[src/drc_defs.svh]
// offsets, field positions, reset values and limits of the report block
`ifndef DRC_DEFS_SVH
`define DRC_DEFS_SVH

`define DRC_OFF_CTRL 8'h00
`define DRC_OFF_STATUS 8'h04
`define DRC_OFF_CFG_BASIC 8'h08
`define DRC_OFF_CFG_PATH 8'h0c

`define DRC_CTRL_EN_BIT 0
`define DRC_CTRL_LOCAL_BIT 1
`define DRC_CTRL_RESET 2'h1
`define DRC_STAT_ERR_BIT 8
`define DRC_STAT_CLR_BYTE 1

`define DRC_RESP_OKAY 2'h0
`define DRC_RESP_SLVERR 2'h2

`define DRC_TYPE_BASIC 2'h0
`define DRC_TYPE_PATH 2'h1
`define DRC_TYPE_EXT 2'h2
`define DRC_TYPE_STATUS 2'h3

`define DRC_SRC_DECODED 2'h0
`define DRC_SRC_STATUS 2'h1

`define DRC_BASIC_LEN 6'h0b
`define DRC_PATH_LEN 6'h1b
`define DRC_CNT_MAX 6'h3f
`define DRC_B_TYPE 10:9
`define DRC_B_MODE 8
`define DRC_B_SRC 7:6
`define DRC_B_PRE 5:3
`define DRC_B_GAP 2:0
`define DRC_P_TYPE 26:25
`define DRC_P_SEL 22:19
`define DRC_P_RXINH 18:11
`define DRC_P_TXINH 10:3
`define DRC_P_SKEW 2:0
`define DRC_CFG_RESET 32'h0

`define DRC_MIN_OCT 3
`define DRC_MAX_OCT 300

`endif

[src/drc_pkg.sv]
// types shared by the receive report and configuration block
package drc_pkg;

  typedef enum logic [3:0] {
    ST_IDLE, ST_SD, ST_DATA, ST_TERM_HI, ST_TERM_LO,
    ST_ERR_LO, ST_ERR_HI, ST_HOLD
  } drc_state_t;

  typedef struct packed {
    logic op_mode;
    logic [1:0] rpt_src;
    logic [2:0] pre_ext;
    logic [2:0] gap_ext;
    logic [3:0] rx_sel;
    logic [7:0] rx_inh;
    logic [7:0] tx_inh;
    logic [2:0] skew_ext;
  } drc_cfg_t;

  typedef struct packed {
    logic sig_detect;
    logic sd_match;
    logic bit_valid;
    logic bit_val;
    logic ed_match;
    logic sym_err;
  } drc_dec_t;

endpackage

[src/drc_top.sv]
// receive report sequencer and configuration decoder of the line interface
//
// Contract
// - activity line high enables a falling report line to start a report.
// - each reported bit changes after report clock rise, before fall.
// - bits last one clock cycle; last replaced by high then low phase.
// - termination within eight reports after data bit 8N, N 3..300.
// - final phase raises line; no new report until activity ends.
// - symbol, sequence and octet alignment faults are errors; local clock.
// - error before start-delimiter phase starts that phase at once.
// - error during start-delimiter phase ends it without a match.
// - later error: line low after rise, high after following fall.
// - after error steps go straight to the final phase.
// - configuration fields arrive in order, integers MSB first.
// - first two bits select basic, path, extendible, status message.
// - mode 0 full duplex with auto activation, 1 half duplex; reset 0.
// - nonzero report source disables transmit, forces full duplex.
// - source codes decoded, status, near loopback, far loopback.
// - three-bit preamble extension 0..7, reset zero.
// - three-bit gap extension 0..7, reset zero.
// - path message: two zero bits then four-bit medium selection.
// - codes 1000..1111 prefer medium code minus 7.
// - eight receive inhibit bits, channels 1..8, reset zero.
// - eight transmit inhibit bits, channels 1..8, reset zero.
// - three-bit skew gap extension 0..7, reset zero.
// - extendible messages share the basic structure, coding free.
// - status invocation with status source requests a status report.
//
// Added by the designer: the address map and the AXI4-Lite interface to the registers.
`include "drc_defs.svh"

module drc_top #(
  parameter int ADDR_W = 8,
  parameter int MIN_OCT = `DRC_MIN_OCT,
  parameter int MAX_OCT = `DRC_MAX_OCT
) (
  input wire logic clk, // 20 mhz system clock
  input wire logic resetn, // async reset, active low
  input wire logic [ADDR_W-1:0] s_axi_awaddr, // write address
  input wire logic s_axi_awvalid, // write address valid
  output logic s_axi_awready, // write address ready
  input wire logic [31:0] s_axi_wdata, // write data
  input wire logic [3:0] s_axi_wstrb, // write byte lanes
  input wire logic s_axi_wvalid, // write data valid
  output logic s_axi_wready, // write data ready
  output logic [1:0] s_axi_bresp, // write response
  output logic s_axi_bvalid, // write response valid
  input wire logic s_axi_bready, // write response ready
  input wire logic [ADDR_W-1:0] s_axi_araddr, // read address
  input wire logic s_axi_arvalid, // read address valid
  output logic s_axi_arready, // read address ready
  output logic [31:0] s_axi_rdata, // read data
  output logic [1:0] s_axi_rresp, // read response
  output logic s_axi_rvalid, // read data valid
  input wire logic s_axi_rready, // read data ready
  input wire logic rec_clk, // recovered receive clock pin
  input wire logic local_tx_clock, // local transmit clock pin
  input wire drc_pkg::drc_dec_t dec, // decoder events
  input wire logic dte_tx_active, // transmission service in progress
  input wire logic dte_reset, // reset service pulse
  input wire logic cfg_active, // configuration service active
  input wire logic cfg_bit_valid, // configuration bit strobe
  input wire logic cfg_bit, // configuration bit value
  output logic rx_report_clock, // report clock to terminal
  output logic rx_report_line, // report data line
  output logic rx_activity_line, // media activity line
  output drc_pkg::drc_cfg_t cfg, // applied configuration
  output logic tx_disable, // transmit disabled on all media
  output logic full_duplex, // effective interface mode
  output logic status_req // build status report pulse
);
  import drc_pkg::*;

  // pin synchronisers and report clock edges
  logic rc_s1_r, rc_s2_r, lt_s1_r, lt_s2_r, sel_d_r, rise_r, fall_r;
  logic use_local_r;
  wire sel_clk = use_local_r ? lt_s2_r : rc_s2_r;
  wire rise_w = sel_clk & ~sel_d_r;
  wire fall_w = ~sel_clk & sel_d_r;

  always_ff @(posedge clk or negedge resetn) begin
    if (!resetn) begin
      rc_s1_r <= 1'b0;
      rc_s2_r <= 1'b0;
      lt_s1_r <= 1'b0;
      lt_s2_r <= 1'b0;
      sel_d_r <= 1'b0;
      rise_r <= 1'b0;
      fall_r <= 1'b0;
      rx_report_clock <= 1'b0;
    end else begin
      rc_s1_r <= rec_clk;
      rc_s2_r <= rc_s1_r;
      lt_s1_r <= local_tx_clock;
      lt_s2_r <= lt_s1_r;
      sel_d_r <= sel_clk;
      rise_r <= rise_w;
      fall_r <= fall_w;
      rx_report_clock <= sel_clk;
    end
  end

  // register file state
  logic [1:0] ctrl_r;
  logic err_sticky_r;
  drc_cfg_t cfg_r;

  // activity: decoder signaling, or own transmission when auto activated
  wire auto_act = ~cfg_r.op_mode | (cfg_r.rpt_src != `DRC_SRC_DECODED);
  wire act_w = dec.sig_detect | (auto_act & dte_tx_active);

  // report sequencer
  drc_state_t st_r, st_nxt;
  logic line_r, line_nxt, err_r, sd_pend_r, ed_pend_r, pend_v_r, pend_bit_r;
  logic [2:0] bitcnt_r;
  logic [8:0] octcnt_r;
  wire rpt_en = ctrl_r[`DRC_CTRL_EN_BIT];
  wire ed_bad = (bitcnt_r != 3'h0) | (octcnt_r < 9'(MIN_OCT));
  wire too_long = (octcnt_r > 9'(MAX_OCT));
  // misaligned or too-short end delimiter (fewer than MIN_OCT octets) with the bit slot drained
  wire ed_err = (st_r == ST_DATA) & ed_pend_r & ~pend_v_r & ed_bad;
  wire err_evt = dec.sym_err | too_long | ed_err;
  wire in_rpt = (st_r != ST_IDLE) & (st_r != ST_HOLD);
  wire take_bit = (st_r == ST_DATA) & rise_r & pend_v_r & ~err_r;

  always_comb begin
    st_nxt = st_r;
    line_nxt = line_r;
    unique case (st_r)
      ST_IDLE: begin
        if (act_w & rpt_en & (dec.sig_detect | err_evt) & rise_r) begin
          line_nxt = 1'b0;
          st_nxt = ST_SD;
        end
      end
      ST_SD: begin
        if (fall_r & (sd_pend_r | err_r)) begin
          line_nxt = ~line_r;
          st_nxt = err_r ? ST_HOLD : ST_DATA;
        end
      end
      ST_DATA: begin
        if (rise_r) begin
          if (err_r) begin
            line_nxt = 1'b0;
            st_nxt = ST_ERR_LO;
          end else if (pend_v_r) begin
            line_nxt = pend_bit_r;
          end else if (ed_pend_r & ed_bad) begin
            line_nxt = 1'b0;
            st_nxt = ST_ERR_LO;
          end else if (ed_pend_r) begin
            line_nxt = 1'b1;
            st_nxt = ST_TERM_HI;
          end
        end
      end
      ST_TERM_HI: begin
        if (fall_r) begin
          line_nxt = 1'b0;
          st_nxt = ST_TERM_LO;
        end
      end
      ST_TERM_LO: begin
        if (rise_r) begin
          line_nxt = 1'b1;
          st_nxt = ST_HOLD;
        end
      end
      ST_ERR_LO: begin
        if (fall_r) begin
          line_nxt = 1'b1;
          st_nxt = ST_HOLD;
        end
      end
      ST_ERR_HI: begin
        line_nxt = 1'b1;
        st_nxt = ST_HOLD;
      end
      ST_HOLD: begin
        line_nxt = 1'b1;
        if (!act_w) begin
          st_nxt = ST_IDLE;
        end
      end
    endcase
    if (in_rpt & ~act_w) begin
      line_nxt = 1'b1;
      st_nxt = ST_IDLE;
    end
    if (dte_reset) begin
      line_nxt = 1'b1;
      st_nxt = ST_IDLE;
    end
  end

  always_ff @(posedge clk or negedge resetn) begin
    if (!resetn) begin
      st_r <= ST_IDLE;
      line_r <= 1'b1;
    end else begin
      st_r <= st_nxt;
      line_r <= line_nxt;
    end
  end

  // pending events from the decoder
  always_ff @(posedge clk or negedge resetn) begin
    if (!resetn) begin
      err_r <= 1'b0;
      sd_pend_r <= 1'b0;
      ed_pend_r <= 1'b0;
      pend_v_r <= 1'b0;
      pend_bit_r <= 1'b0;
      use_local_r <= 1'b0;
    end else if (st_nxt == ST_IDLE && st_r != ST_IDLE) begin
      err_r <= 1'b0;
      sd_pend_r <= 1'b0;
      ed_pend_r <= 1'b0;
      pend_v_r <= 1'b0;
      use_local_r <= ctrl_r[`DRC_CTRL_LOCAL_BIT];
    end else begin
      if (err_evt & act_w) begin
        err_r <= 1'b1;
      end
      if (dec.sd_match) begin
        sd_pend_r <= 1'b1;
      end
      if (dec.ed_match & (st_r == ST_DATA)) begin
        ed_pend_r <= 1'b1;
      end
      if (dec.bit_valid & (st_r == ST_DATA)) begin
        pend_v_r <= 1'b1;
        pend_bit_r <= dec.bit_val;
      end else if (take_bit) begin
        pend_v_r <= 1'b0;
      end
      // keep the report clock alive when recovery is lost
      if (ctrl_r[`DRC_CTRL_LOCAL_BIT] | (err_evt & ~dec.sig_detect)) begin
        use_local_r <= 1'b1;
      end
    end
  end

  // data bit and octet counters of the data phase
  always_ff @(posedge clk or negedge resetn) begin
    if (!resetn) begin
      bitcnt_r <= 3'h0;
      octcnt_r <= 9'h000;
    end else if (st_r != ST_DATA) begin
      bitcnt_r <= 3'h0;
      octcnt_r <= 9'h000;
    end else if (take_bit) begin
      bitcnt_r <= bitcnt_r + 3'h1;
      if (bitcnt_r == 3'h7 && !too_long) begin
        octcnt_r <= octcnt_r + 9'h001;
      end
    end
  end

  // configuration message shift-in, msb first
  logic [26:0] sr_r;
  logic [5:0] cnt_r;
  logic cfg_d_r;
  wire cfg_end = cfg_d_r & ~cfg_active;

  always_ff @(posedge clk or negedge resetn) begin
    if (!resetn) begin
      sr_r <= 27'h0;
      cnt_r <= 6'h00;
      cfg_d_r <= 1'b0;
    end else begin
      cfg_d_r <= cfg_active;
      if (!cfg_active) begin
        cnt_r <= 6'h00;
      end else if (cfg_bit_valid) begin
        sr_r <= {sr_r[25:0], cfg_bit};
        if (cnt_r != `DRC_CNT_MAX) begin
          cnt_r <= cnt_r + 6'h01;
        end
      end
    end
  end

  wire is_basic = (cnt_r == `DRC_BASIC_LEN) &
                  (sr_r[`DRC_B_TYPE] == `DRC_TYPE_BASIC);
  wire is_path = (cnt_r == `DRC_PATH_LEN) &
                 (sr_r[`DRC_P_TYPE] == `DRC_TYPE_PATH);
  wire is_stat = (cnt_r == `DRC_BASIC_LEN) &
                 (sr_r[`DRC_B_TYPE] == `DRC_TYPE_STATUS);

  drc_cfg_t cfg_nxt;
  always_comb begin
    cfg_nxt = cfg_r;
    if (cfg_end & is_basic) begin
      cfg_nxt.op_mode = sr_r[`DRC_B_MODE];
      cfg_nxt.rpt_src = sr_r[`DRC_B_SRC];
      cfg_nxt.pre_ext = sr_r[`DRC_B_PRE];
      cfg_nxt.gap_ext = sr_r[`DRC_B_GAP];
    end
    if (cfg_end & is_path) begin
      cfg_nxt.rx_sel = sr_r[`DRC_P_SEL];
      cfg_nxt.rx_inh = sr_r[`DRC_P_RXINH];
      cfg_nxt.tx_inh = sr_r[`DRC_P_TXINH];
      cfg_nxt.skew_ext = sr_r[`DRC_P_SKEW];
    end
    if (dte_reset) begin
      cfg_nxt = `DRC_CFG_RESET;
    end
  end

  always_ff @(posedge clk or negedge resetn) begin
    if (!resetn) begin
      cfg_r <= `DRC_CFG_RESET;
      tx_disable <= 1'b0;
      full_duplex <= 1'b1;
      status_req <= 1'b0;
      rx_activity_line <= 1'b0;
    end else begin
      cfg_r <= cfg_nxt;
      tx_disable <= (cfg_nxt.rpt_src != `DRC_SRC_DECODED);
      full_duplex <= ~cfg_nxt.op_mode |
                     (cfg_nxt.rpt_src != `DRC_SRC_DECODED);
      status_req <= cfg_end & is_stat &
                    (cfg_r.rpt_src == `DRC_SRC_STATUS);
      rx_activity_line <= act_w;
    end
  end

  assign cfg = cfg_r;
  assign rx_report_line = line_r;

  // register bus slave
  function automatic logic [3:0] reg_hit(input logic [ADDR_W-1:0] a);
    reg_hit = {a == ADDR_W'(`DRC_OFF_CFG_PATH),
               a == ADDR_W'(`DRC_OFF_CFG_BASIC),
               a == ADDR_W'(`DRC_OFF_STATUS),
               a == ADDR_W'(`DRC_OFF_CTRL)};
  endfunction

  logic aw_full_r, w_full_r, awready_r, wready_r, bvalid_r;
  logic arready_r, rvalid_r;
  logic [ADDR_W-1:0] awaddr_r;
  logic [31:0] wdata_r, rdata_r;
  logic [3:0] wstrb_r;
  logic [1:0] bresp_r, rresp_r;
  wire aw_hs = s_axi_awvalid & awready_r;
  wire w_hs = s_axi_wvalid & wready_r;
  wire do_wr = aw_full_r & w_full_r & ~bvalid_r;
  wire aw_full_nxt = (aw_full_r | aw_hs) & ~do_wr;
  wire w_full_nxt = (w_full_r | w_hs) & ~do_wr;
  wire bvalid_nxt = do_wr | (bvalid_r & ~s_axi_bready);
  wire ar_hs = s_axi_arvalid & arready_r;
  wire rvalid_nxt = ar_hs | (rvalid_r & ~s_axi_rready);
  wire [3:0] whit = reg_hit(awaddr_r);
  wire [3:0] rhit = reg_hit(s_axi_araddr);
  wire clr_err = do_wr & whit[1] & wstrb_r[`DRC_STAT_CLR_BYTE] &
                 wdata_r[`DRC_STAT_ERR_BIT];
  wire [31:0] stat_w = {23'h0, err_sticky_r, 1'b0, use_local_r,
                        rx_activity_line, line_r, 4'(st_r)};
  wire [31:0] rd_w = ({32{rhit[0]}} & {30'h0, ctrl_r}) |
                     ({32{rhit[1]}} & stat_w) |
                     ({32{rhit[2]}} & {23'h0, cfg_r.op_mode,
                       cfg_r.rpt_src, cfg_r.pre_ext, cfg_r.gap_ext}) |
                     ({32{rhit[3]}} & {9'h0, cfg_r.rx_sel,
                       cfg_r.rx_inh, cfg_r.tx_inh, cfg_r.skew_ext});

  always_ff @(posedge clk or negedge resetn) begin
    if (!resetn) begin
      aw_full_r <= 1'b0;
      w_full_r <= 1'b0;
      awready_r <= 1'b1;
      wready_r <= 1'b1;
      bvalid_r <= 1'b0;
      bresp_r <= `DRC_RESP_OKAY;
      awaddr_r <= '0;
      wdata_r <= 32'h0;
      wstrb_r <= 4'h0;
      arready_r <= 1'b1;
      rvalid_r <= 1'b0;
      rdata_r <= 32'h0;
      rresp_r <= `DRC_RESP_OKAY;
    end else begin
      aw_full_r <= aw_full_nxt;
      w_full_r <= w_full_nxt;
      awready_r <= ~aw_full_nxt & ~bvalid_nxt;
      wready_r <= ~w_full_nxt & ~bvalid_nxt;
      bvalid_r <= bvalid_nxt;
      arready_r <= ~rvalid_nxt;
      rvalid_r <= rvalid_nxt;
      if (aw_hs) begin
        awaddr_r <= s_axi_awaddr;
      end
      if (w_hs) begin
        wdata_r <= s_axi_wdata;
        wstrb_r <= s_axi_wstrb;
      end
      if (do_wr) begin
        bresp_r <= (whit == 4'h0) ? `DRC_RESP_SLVERR : `DRC_RESP_OKAY;
      end
      if (ar_hs) begin
        rdata_r <= rd_w;
        rresp_r <= (rhit == 4'h0) ? `DRC_RESP_SLVERR : `DRC_RESP_OKAY;
      end
    end
  end

  always_ff @(posedge clk or negedge resetn) begin
    if (!resetn) begin
      ctrl_r <= `DRC_CTRL_RESET;
      err_sticky_r <= 1'b0;
    end else begin
      if (do_wr & whit[0] & wstrb_r[0]) begin
        ctrl_r <= wdata_r[1:0];
      end
      // a new error wins over a clear in the same cycle
      if (err_evt & act_w) begin
        err_sticky_r <= 1'b1;
      end else if (clr_err) begin
        err_sticky_r <= 1'b0;
      end
    end
  end

  assign s_axi_awready = awready_r;
  assign s_axi_wready = wready_r;
  assign s_axi_bvalid = bvalid_r;
  assign s_axi_bresp = bresp_r;
  assign s_axi_arready = arready_r;
  assign s_axi_rvalid = rvalid_r;
  assign s_axi_rdata = rdata_r;
  assign s_axi_rresp = rresp_r;
endmodule

[config.mk]
export PLATFORM = sky130hd
export DESIGN_NAME = drc_top
export DESIGN_NICKNAME = d
export VERILOG_FILES = /design/src/drc_pkg.sv /design/src/drc_top.sv
export VERILOG_INCLUDE_DIRS = /design/src
export SDC_FILE = /design/constraint.sdc
export NUM_CORES = 1
export LEC_CHECK = 0
export BUFFER_PORTS_ARGS = -buffer_cell sky130_fd_sc_hd__buf_2
export CAP_MARGIN = 40
export CORE_MARGIN = 2
export CORE_UTILIZATION = 45
export CTS_BUF_LIST = sky130_fd_sc_hd__clkbuf_4 sky130_fd_sc_hd__clkbuf_8 sky130_fd_sc_hd__clkbuf_16
export DETAILED_ROUTE_END_ITERATION = 6
export PLACE_DENSITY = 0.74
export SLEW_MARGIN = 20
export SYNTH_ARGS = -nofsm -noshare
export SYNTH_HDL_FRONTEND = slang
export SYNTH_SLANG_ARGS = --single-unit
export TNS_END_PERCENT = 50
[constraint.sdc]
create_clock -name clk -period 2.6 [get_ports clk]
set_clock_uncertainty 0.2 [all_clocks]
set_input_delay 0.26 -clock clk [delete_from_list [all_inputs] [get_ports clk]]
set_output_delay 0.26 -clock clk [all_outputs]
set_load 0.005 [all_outputs]
Word level (Yosys, flattened, before mapping) --
Cells that the tools add are included. Widths: inputs -> output; s select.
Word-level totals: word-level logic and storage cells 251, output and inout port bits 79, bits in latches 0, bits in read-only memories 0, bits in registers 165, bits in writable memories 0, memories kept 0, bits of input ports 72
Cells by class: bitwise gates (word level) 83, shift operators 0, reductions and logical operators 30, $add $sub $neg 3, multiply operators 0, equal/unequal tests 31, divide/modulo/power cells 0, muxes and demuxes 55, $lt $le $gt $ge 2
Operators by type and width (number):
- $or 32x32->32 | 3
- $and 32x9->32 | 2
- $mux 4 | 13
- $and 1x1->1 | 44
- $mux 9 | 4
- $and 32x2->32 | 1
- $and 32x23->32 | 1
- $eq 8x4->1 const B | 4
- $mux 32 | 1
- $pmux 4 s8 | 1
- $mux 1 | 26
- $mux 23 | 1
- $reduce_bool 2->1 | 11
- $ne 4x4->1 const B | 5
- $not 1->1 | 19
- $mux 6 | 3
- $eq 4x3->1 const B | 4
- $eq 8x3->1 const B | 2
- $logic_not 4->1 | 4
- $logic_not 8->1 | 2
- $or 1x1->1 | 13
- $add 9x1->9 const B | 1
- $gt 9x9->1 const B | 1
- $lt 9x2->1 const B | 1
- other kinds (25) | 37

Depth between registers and ports, before layout --
word-level depth 16, gate-level depth with buffers 10, mapped depth without buffers 10

Worst setup path after synthesis --
OpenSTA, ideal clock, no wires.
kind reg2reg, from reg octcnt_r[0], to reg pend_bit_r, path slack -38 ps, cell stages (with the launch flop) 11, buffers on the path 0, setup time 128 ps, arrival 2311 ps, clock period less this slack 2638 ps, required time 2272 ps, cells stage by stage dfrtp_1 > inv_1 > ha_1 > and3b_1 > nor4b_1 > nor3_1 > o31ai_2 > o21ai_0 > or3_1 > a21oi_1 > mux2_1
Between the ends: cells in the longest elaborated chain, start to end 15, elaborated cells on any way between the ends 22, those cells by class order compare: 2; mux: 8; bitwise: 9; reduce/logical: 3
Ends and longest elaborated chain:
- start: declaration | RTL line drc_top.sv:116 | logic [8:0] octcnt_r;
- start signal: assignment | RTL line drc_top.sv:256 | octcnt_r <= octcnt_r + 9'h001;
- $lt 9x2->1 | RTL line drc_top.sv:118 | wire ed_bad = (bitcnt_r != 3'h0) | (octcnt_r < 9'(MIN_OCT));
- $or 1x1->1 | RTL line drc_top.sv:118
- $and 1x1->1 | RTL line drc_top.sv:121 | wire ed_err = (st_r == ST_DATA) & ed_pend_r & ~pend_v_r & ed_bad;
- $or 1x1->1 | RTL line drc_top.sv:122 | wire err_evt = dec.sym_err | too_long | ed_err;
- $or 1x1->1 | RTL line drc_top.sv:131 | if (act_w & rpt_en & (dec.sig_detect | err_evt) & rise_r) begin
- $and 1x1->1 (2 in series) | RTL line drc_top.sv:131
- $mux 4 | RTL line drc_top.sv:131
- $pmux 4 s8 * | RTL line drc_top.sv:129 | unique case (st_r)
- $mux 4 * | RTL line drc_top.sv:187 | if (in_rpt & ~act_w) begin
- $mux 4 * | RTL line drc_top.sv:191 | if (dte_reset) begin
- $logic_not 4->1 * | RTL line drc_top.sv:216 | end else if (st_nxt == ST_IDLE && st_r != ST_IDLE) begin
- $logic_and 1x1->1 * | RTL line drc_top.sv:216
- $not 1->1 (no source line) *
- $reduce_and 2->1 (no source line) *
- end signal: assignment | RTL line drc_top.sv:234 | pend_bit_r <= dec.bit_val;
- end: declaration | RTL line drc_top.sv:114 | logic line_r, line_nxt, err_r, sd_pend_r, ed_pend_r, pend_v_r, pend_bit_r;
Mark *: on every way between the ends. The rest lies on a longest branch, timed or not. A chain may end at the register's enable or synchronous reset.

Final worst setup path --
from reg octcnt_r[1], to reg pend_bit_r
The elaborated chain is that of the path after synthesis.

==> impl_metrics.csv <==
group,metric,value,unit
route,drt-initial-drc-count,173,
power,p_leak,4.37,nW
synthesis,synth-compound-area-share,9.87,%
flow_run,max-cap-violations,0,
route,first_pass_iters,4,
floorplanning,die_x,125,microns
cells_and_area,final_area,8470,sq um
placed_design,placed_area,7560,sq um
cells_and_area,final_net_count,808,
grt,grt_pass1_vias,5050,
power,power,6.76,mW
worst_setup_path,path_buf_inv,1,
grt,met2_usage,35.2,%
sta,worstMarginPinSlew,0.524,ns
grt,grt_use_met1,24.4,%
synthesis,synth_cell_types,65,
clocking,cts_buffers,17,
floorplanning,rows,44,
floorplanning,io_pins,151,
clocking,path_clk_slew,0.06,ns
synthesis,synth_ff_type,"dfrtp_1",
synthesis,yosysSeqAreaShare,56.5,%
sta,drv_slew,0,
floorplanning,die_area,15600,sq um
sta,slew_headroom,65.1,%
placed_design,place_congestion,0.866,
floorplanning,core_area,14400,sq um
clocking,htreeDepth,4,
sta,fin_ws,-0.110,ns
synthesis,yosysTopAreaCell,"dfrtp_1",
grt,busiest_layer,"met2",
cells_and_area,diodes,0,
grt,grt_antenna_before_repair,0,
status,status,"complete, but fails checks",
worst_setup_path,critPathMaxStageDelay,0.40,ns
synthesis,synth_xor_area_share,1.60,%
cells_and_area,mostFrequentLayoutCells,"142 x dfrtp_1, 107 x buf_2, 71 x nor2_1",
cells_and_area,synthToLayoutAreaGrowth,29.1,%
placed_design,dp_hpwl,10600,microns
synthesis,synth_area_leaders,"dfrtp_1 54%, mux2_2 8.6%, mux2i_1 5.6%",
power,power_density,797,nW/um^2
synthesis,synthMuxAreaShare,15.1,%
cells_and_area,layout_commonest_cell,"dfrtp_1",
status,violations,"negative setup slack",
synthesis,syn_area,6570,sq um
route,wirelength,15100,microns
synthesis,syn_inst,553,
synthesis,yosysWarnings,0,
route,vias,4875,
worst_setup_path,path_cells,"inv_1 > ha_1 > and3b_1 > nor4b_4 > nor3_2 > o31ai_2 > o21ai_0 > or3_4 > a21oi_2 > mux2_1",
worst_setup_path,path_delay_family,"simple AND/OR/NAND/NOR gates",
floorplanning,dieHeight,125,microns
synthesis,synth_top_family_by_area,"multiplexers",
synthesis,ys_async_sr_fraction,100,%
route,post_drt_wl_per_cell,16.3,microns
power,vdd_ir_drop_max,0.000572,V
sta,hold_slack,0.0375,ns
grt,grt_overflow,0,
synthesis,synth_top_area_share,54.1,%
power,p_clk_share,35.5,%
worst_setup_path,cp.required,2.69,ns
worst_setup_path,cp_max_fo,3,
power,switching_power,1.90,mW
worst_setup_path,cp.arrival,2.80,ns
clocking,cts_tree,"yes",
synthesis,synth_edf_count,0,
worst_setup_path,critPathKind,"reg -> reg",
grt,grt_max_degree,58,
sta,setup_viol,3,
synthesis,synth_seq_cells,148,
power,intPower,4.86,mW
hold_path,holdCritPathClass,"in -> reg",
power,seqPwrFrac,44.0,%
route,ant_nets,0,
clocking,clock_tree.root_cell,"clkbuf_16",
grt,use_met3,5.20,%
worst_setup_path,critPathCaptureType,"flop",
floorplanning,initial_core_util,45.7,%
route,via_per_inst,5.26,
power,p_sw_share,28.1,%
synthesis,synthAdderAreaFrac,1.14,%
sta,period_needed,2.71,ns
worst_setup_path,cpMaxStageDelayCell,"or3_4",
clocking,ctsLongestPathBuffers,2,
sta,hold_violations,0,
clocking,clk_latency,0.41,ns
clocking,clock_sinks,148,
sta,max_clock_freq,0.369,GHz
placed_design,port_buffers,108,
sta,rsz0062_at_grt,"true",
grt,grt_pass1_wl,25200,microns
grt,grt_use_total,20.2,%
synthesis,synthSimpleGateAreaFrac,11.9,%
sta,fin_crit_sh,104,%
synthesis,synth.avg_cell_area,11.9,sq um
cells_and_area,drive_above_1_share,35.8,%
power,comb_power_share,20.5,%
route,drc_errors,0,
worst_setup_path,cp-start-kind,"flop",
cells by family after synthesis:
group / count (synthesis)
AOI/OAI and AO/OA: 85
xor gates and xnor gates: 12
adders and majority gates: 6
buffers and inverters: 53
DFF: 148
muxes: 90
other: 1
and+or+nand+nor: 158
sequential cells by signal, indices dropped and copies added, names as in the netlist, 2 cells and up:
register     cells
cfg             32
wstrb_r          2
awaddr_r         8
wdata_r          3
s_axi_rdata     23
st_r             4
sr_r            27
ctrl_r           2
octcnt_r         9
cnt_r            6
bitcnt_r         3
through the flow:
step | utilization, % | TNS, ns | instances | setup slack, ns
2_1_floorplan | - | -0.0382 | 563 | -0.0382
3_3_place_gp | 52.6 | -0.174 | 866 | -0.0963
3_5_place_dp | 52.6 | -0.329 | 866 | -0.150
4_1_cts | 58.9 | -0.0891 | 926 | -0.0891
5_1_grt | 59.0 | -0.887 | 926 | -0.240
6_report | 59.0 | -0.134 | 926 | -0.110
per-layer routing:
metal | vias up | routed length [microns]
met5 | - | 0
met4 | 0 | 325
met3 | 25 | 644
met2 | 123 | 7810
met1 | 2437 | 6290
li1 | 2290 | -
cells in the mapped netlist (all sizes together), types with 4 or more instances:
master / number
dfrtp: 142
nor2: 72
mux2: 51
mux2i: 37
nand2: 23
clkbuf: 21
inv: 17
o21ai: 17
a22o: 16
buf: 15
a21oi: 12
and2: 10
nor3: 9
a22oi: 6
dfstp: 6
ha: 6
nand4: 6
xnor2: 6
xor2: 6
a31oi: 5
and3: 5
nand2b: 5
or3: 5
nor2b: 4
repair_timing:
action,CTS,global route
hold endpoints to repair,87,0
gates resized for setup,9,2
setup buffers,2,0
pin swaps,4,0
hold buffers,27,0
endpoints found under the setup margin,6,6
power groups by stage:
| stage | Clock, mW | Combinational (mW) | Sequential, mW |
|---|---|---|---|
| floorplan | 0 | 0.892 | 2.90 |
| global placement | 0 | 1.26 | 2.98 |
| detailed placement | 0 | 1.28 | 3.00 |
| CTS | 2.45 | 1.39 | 2.97 |
| global route | 2.57 | 1.54 | 3.03 |
| finish | 2.40 | 1.39 | 2.97 |
path summary, 6_finish.rpt:
check | from | endpoint | slack (ns) | cells past startpoint
setup / recovery | octcnt_r[1]$_DFFE_PN0P_ | pend_bit_r$_DFFE_PN0P_ | -0.11 | 10
hold / removal | s_axi_arvalid | s_axi_rresp[1]$_DFFE_PN0P_ | 0.04 | 3
setup reg to reg | octcnt_r[1]$_DFFE_PN0P_ | pend_bit_r$_DFFE_PN0P_ | -0.11 | 10
hold reg to reg | lt_s1_r$_DFF_PN0_ | lt_s2_r$_DFF_PN0_ | 0.15 | 0
max in group asynchronous | resetn | rx_report_line$_DFFE_PN1P_ | 1.21 | 3
min in group asynchronous | resetn | sr_r[11]$_DFFE_PN0P_ | 0.17 | 2
area by class of cell:
type | instances | area [sq um]
fillers | 1181 | 5890
flip-flops and latches | 148 | 3710
multi-input cells | 362 | 2690
clock buffers | 19 | 453
repair buffers | 184 | 1200
inverters | 17 | 63.8
clock inverters | 12 | 128
well taps | 184 | 230
tightest hold or removal path: stages:
cell	delay, ns
buf_2	0.10
and2_1	0.14
o21a_1	0.12
No activity file was read; power rests on OpenSTA's default activity.
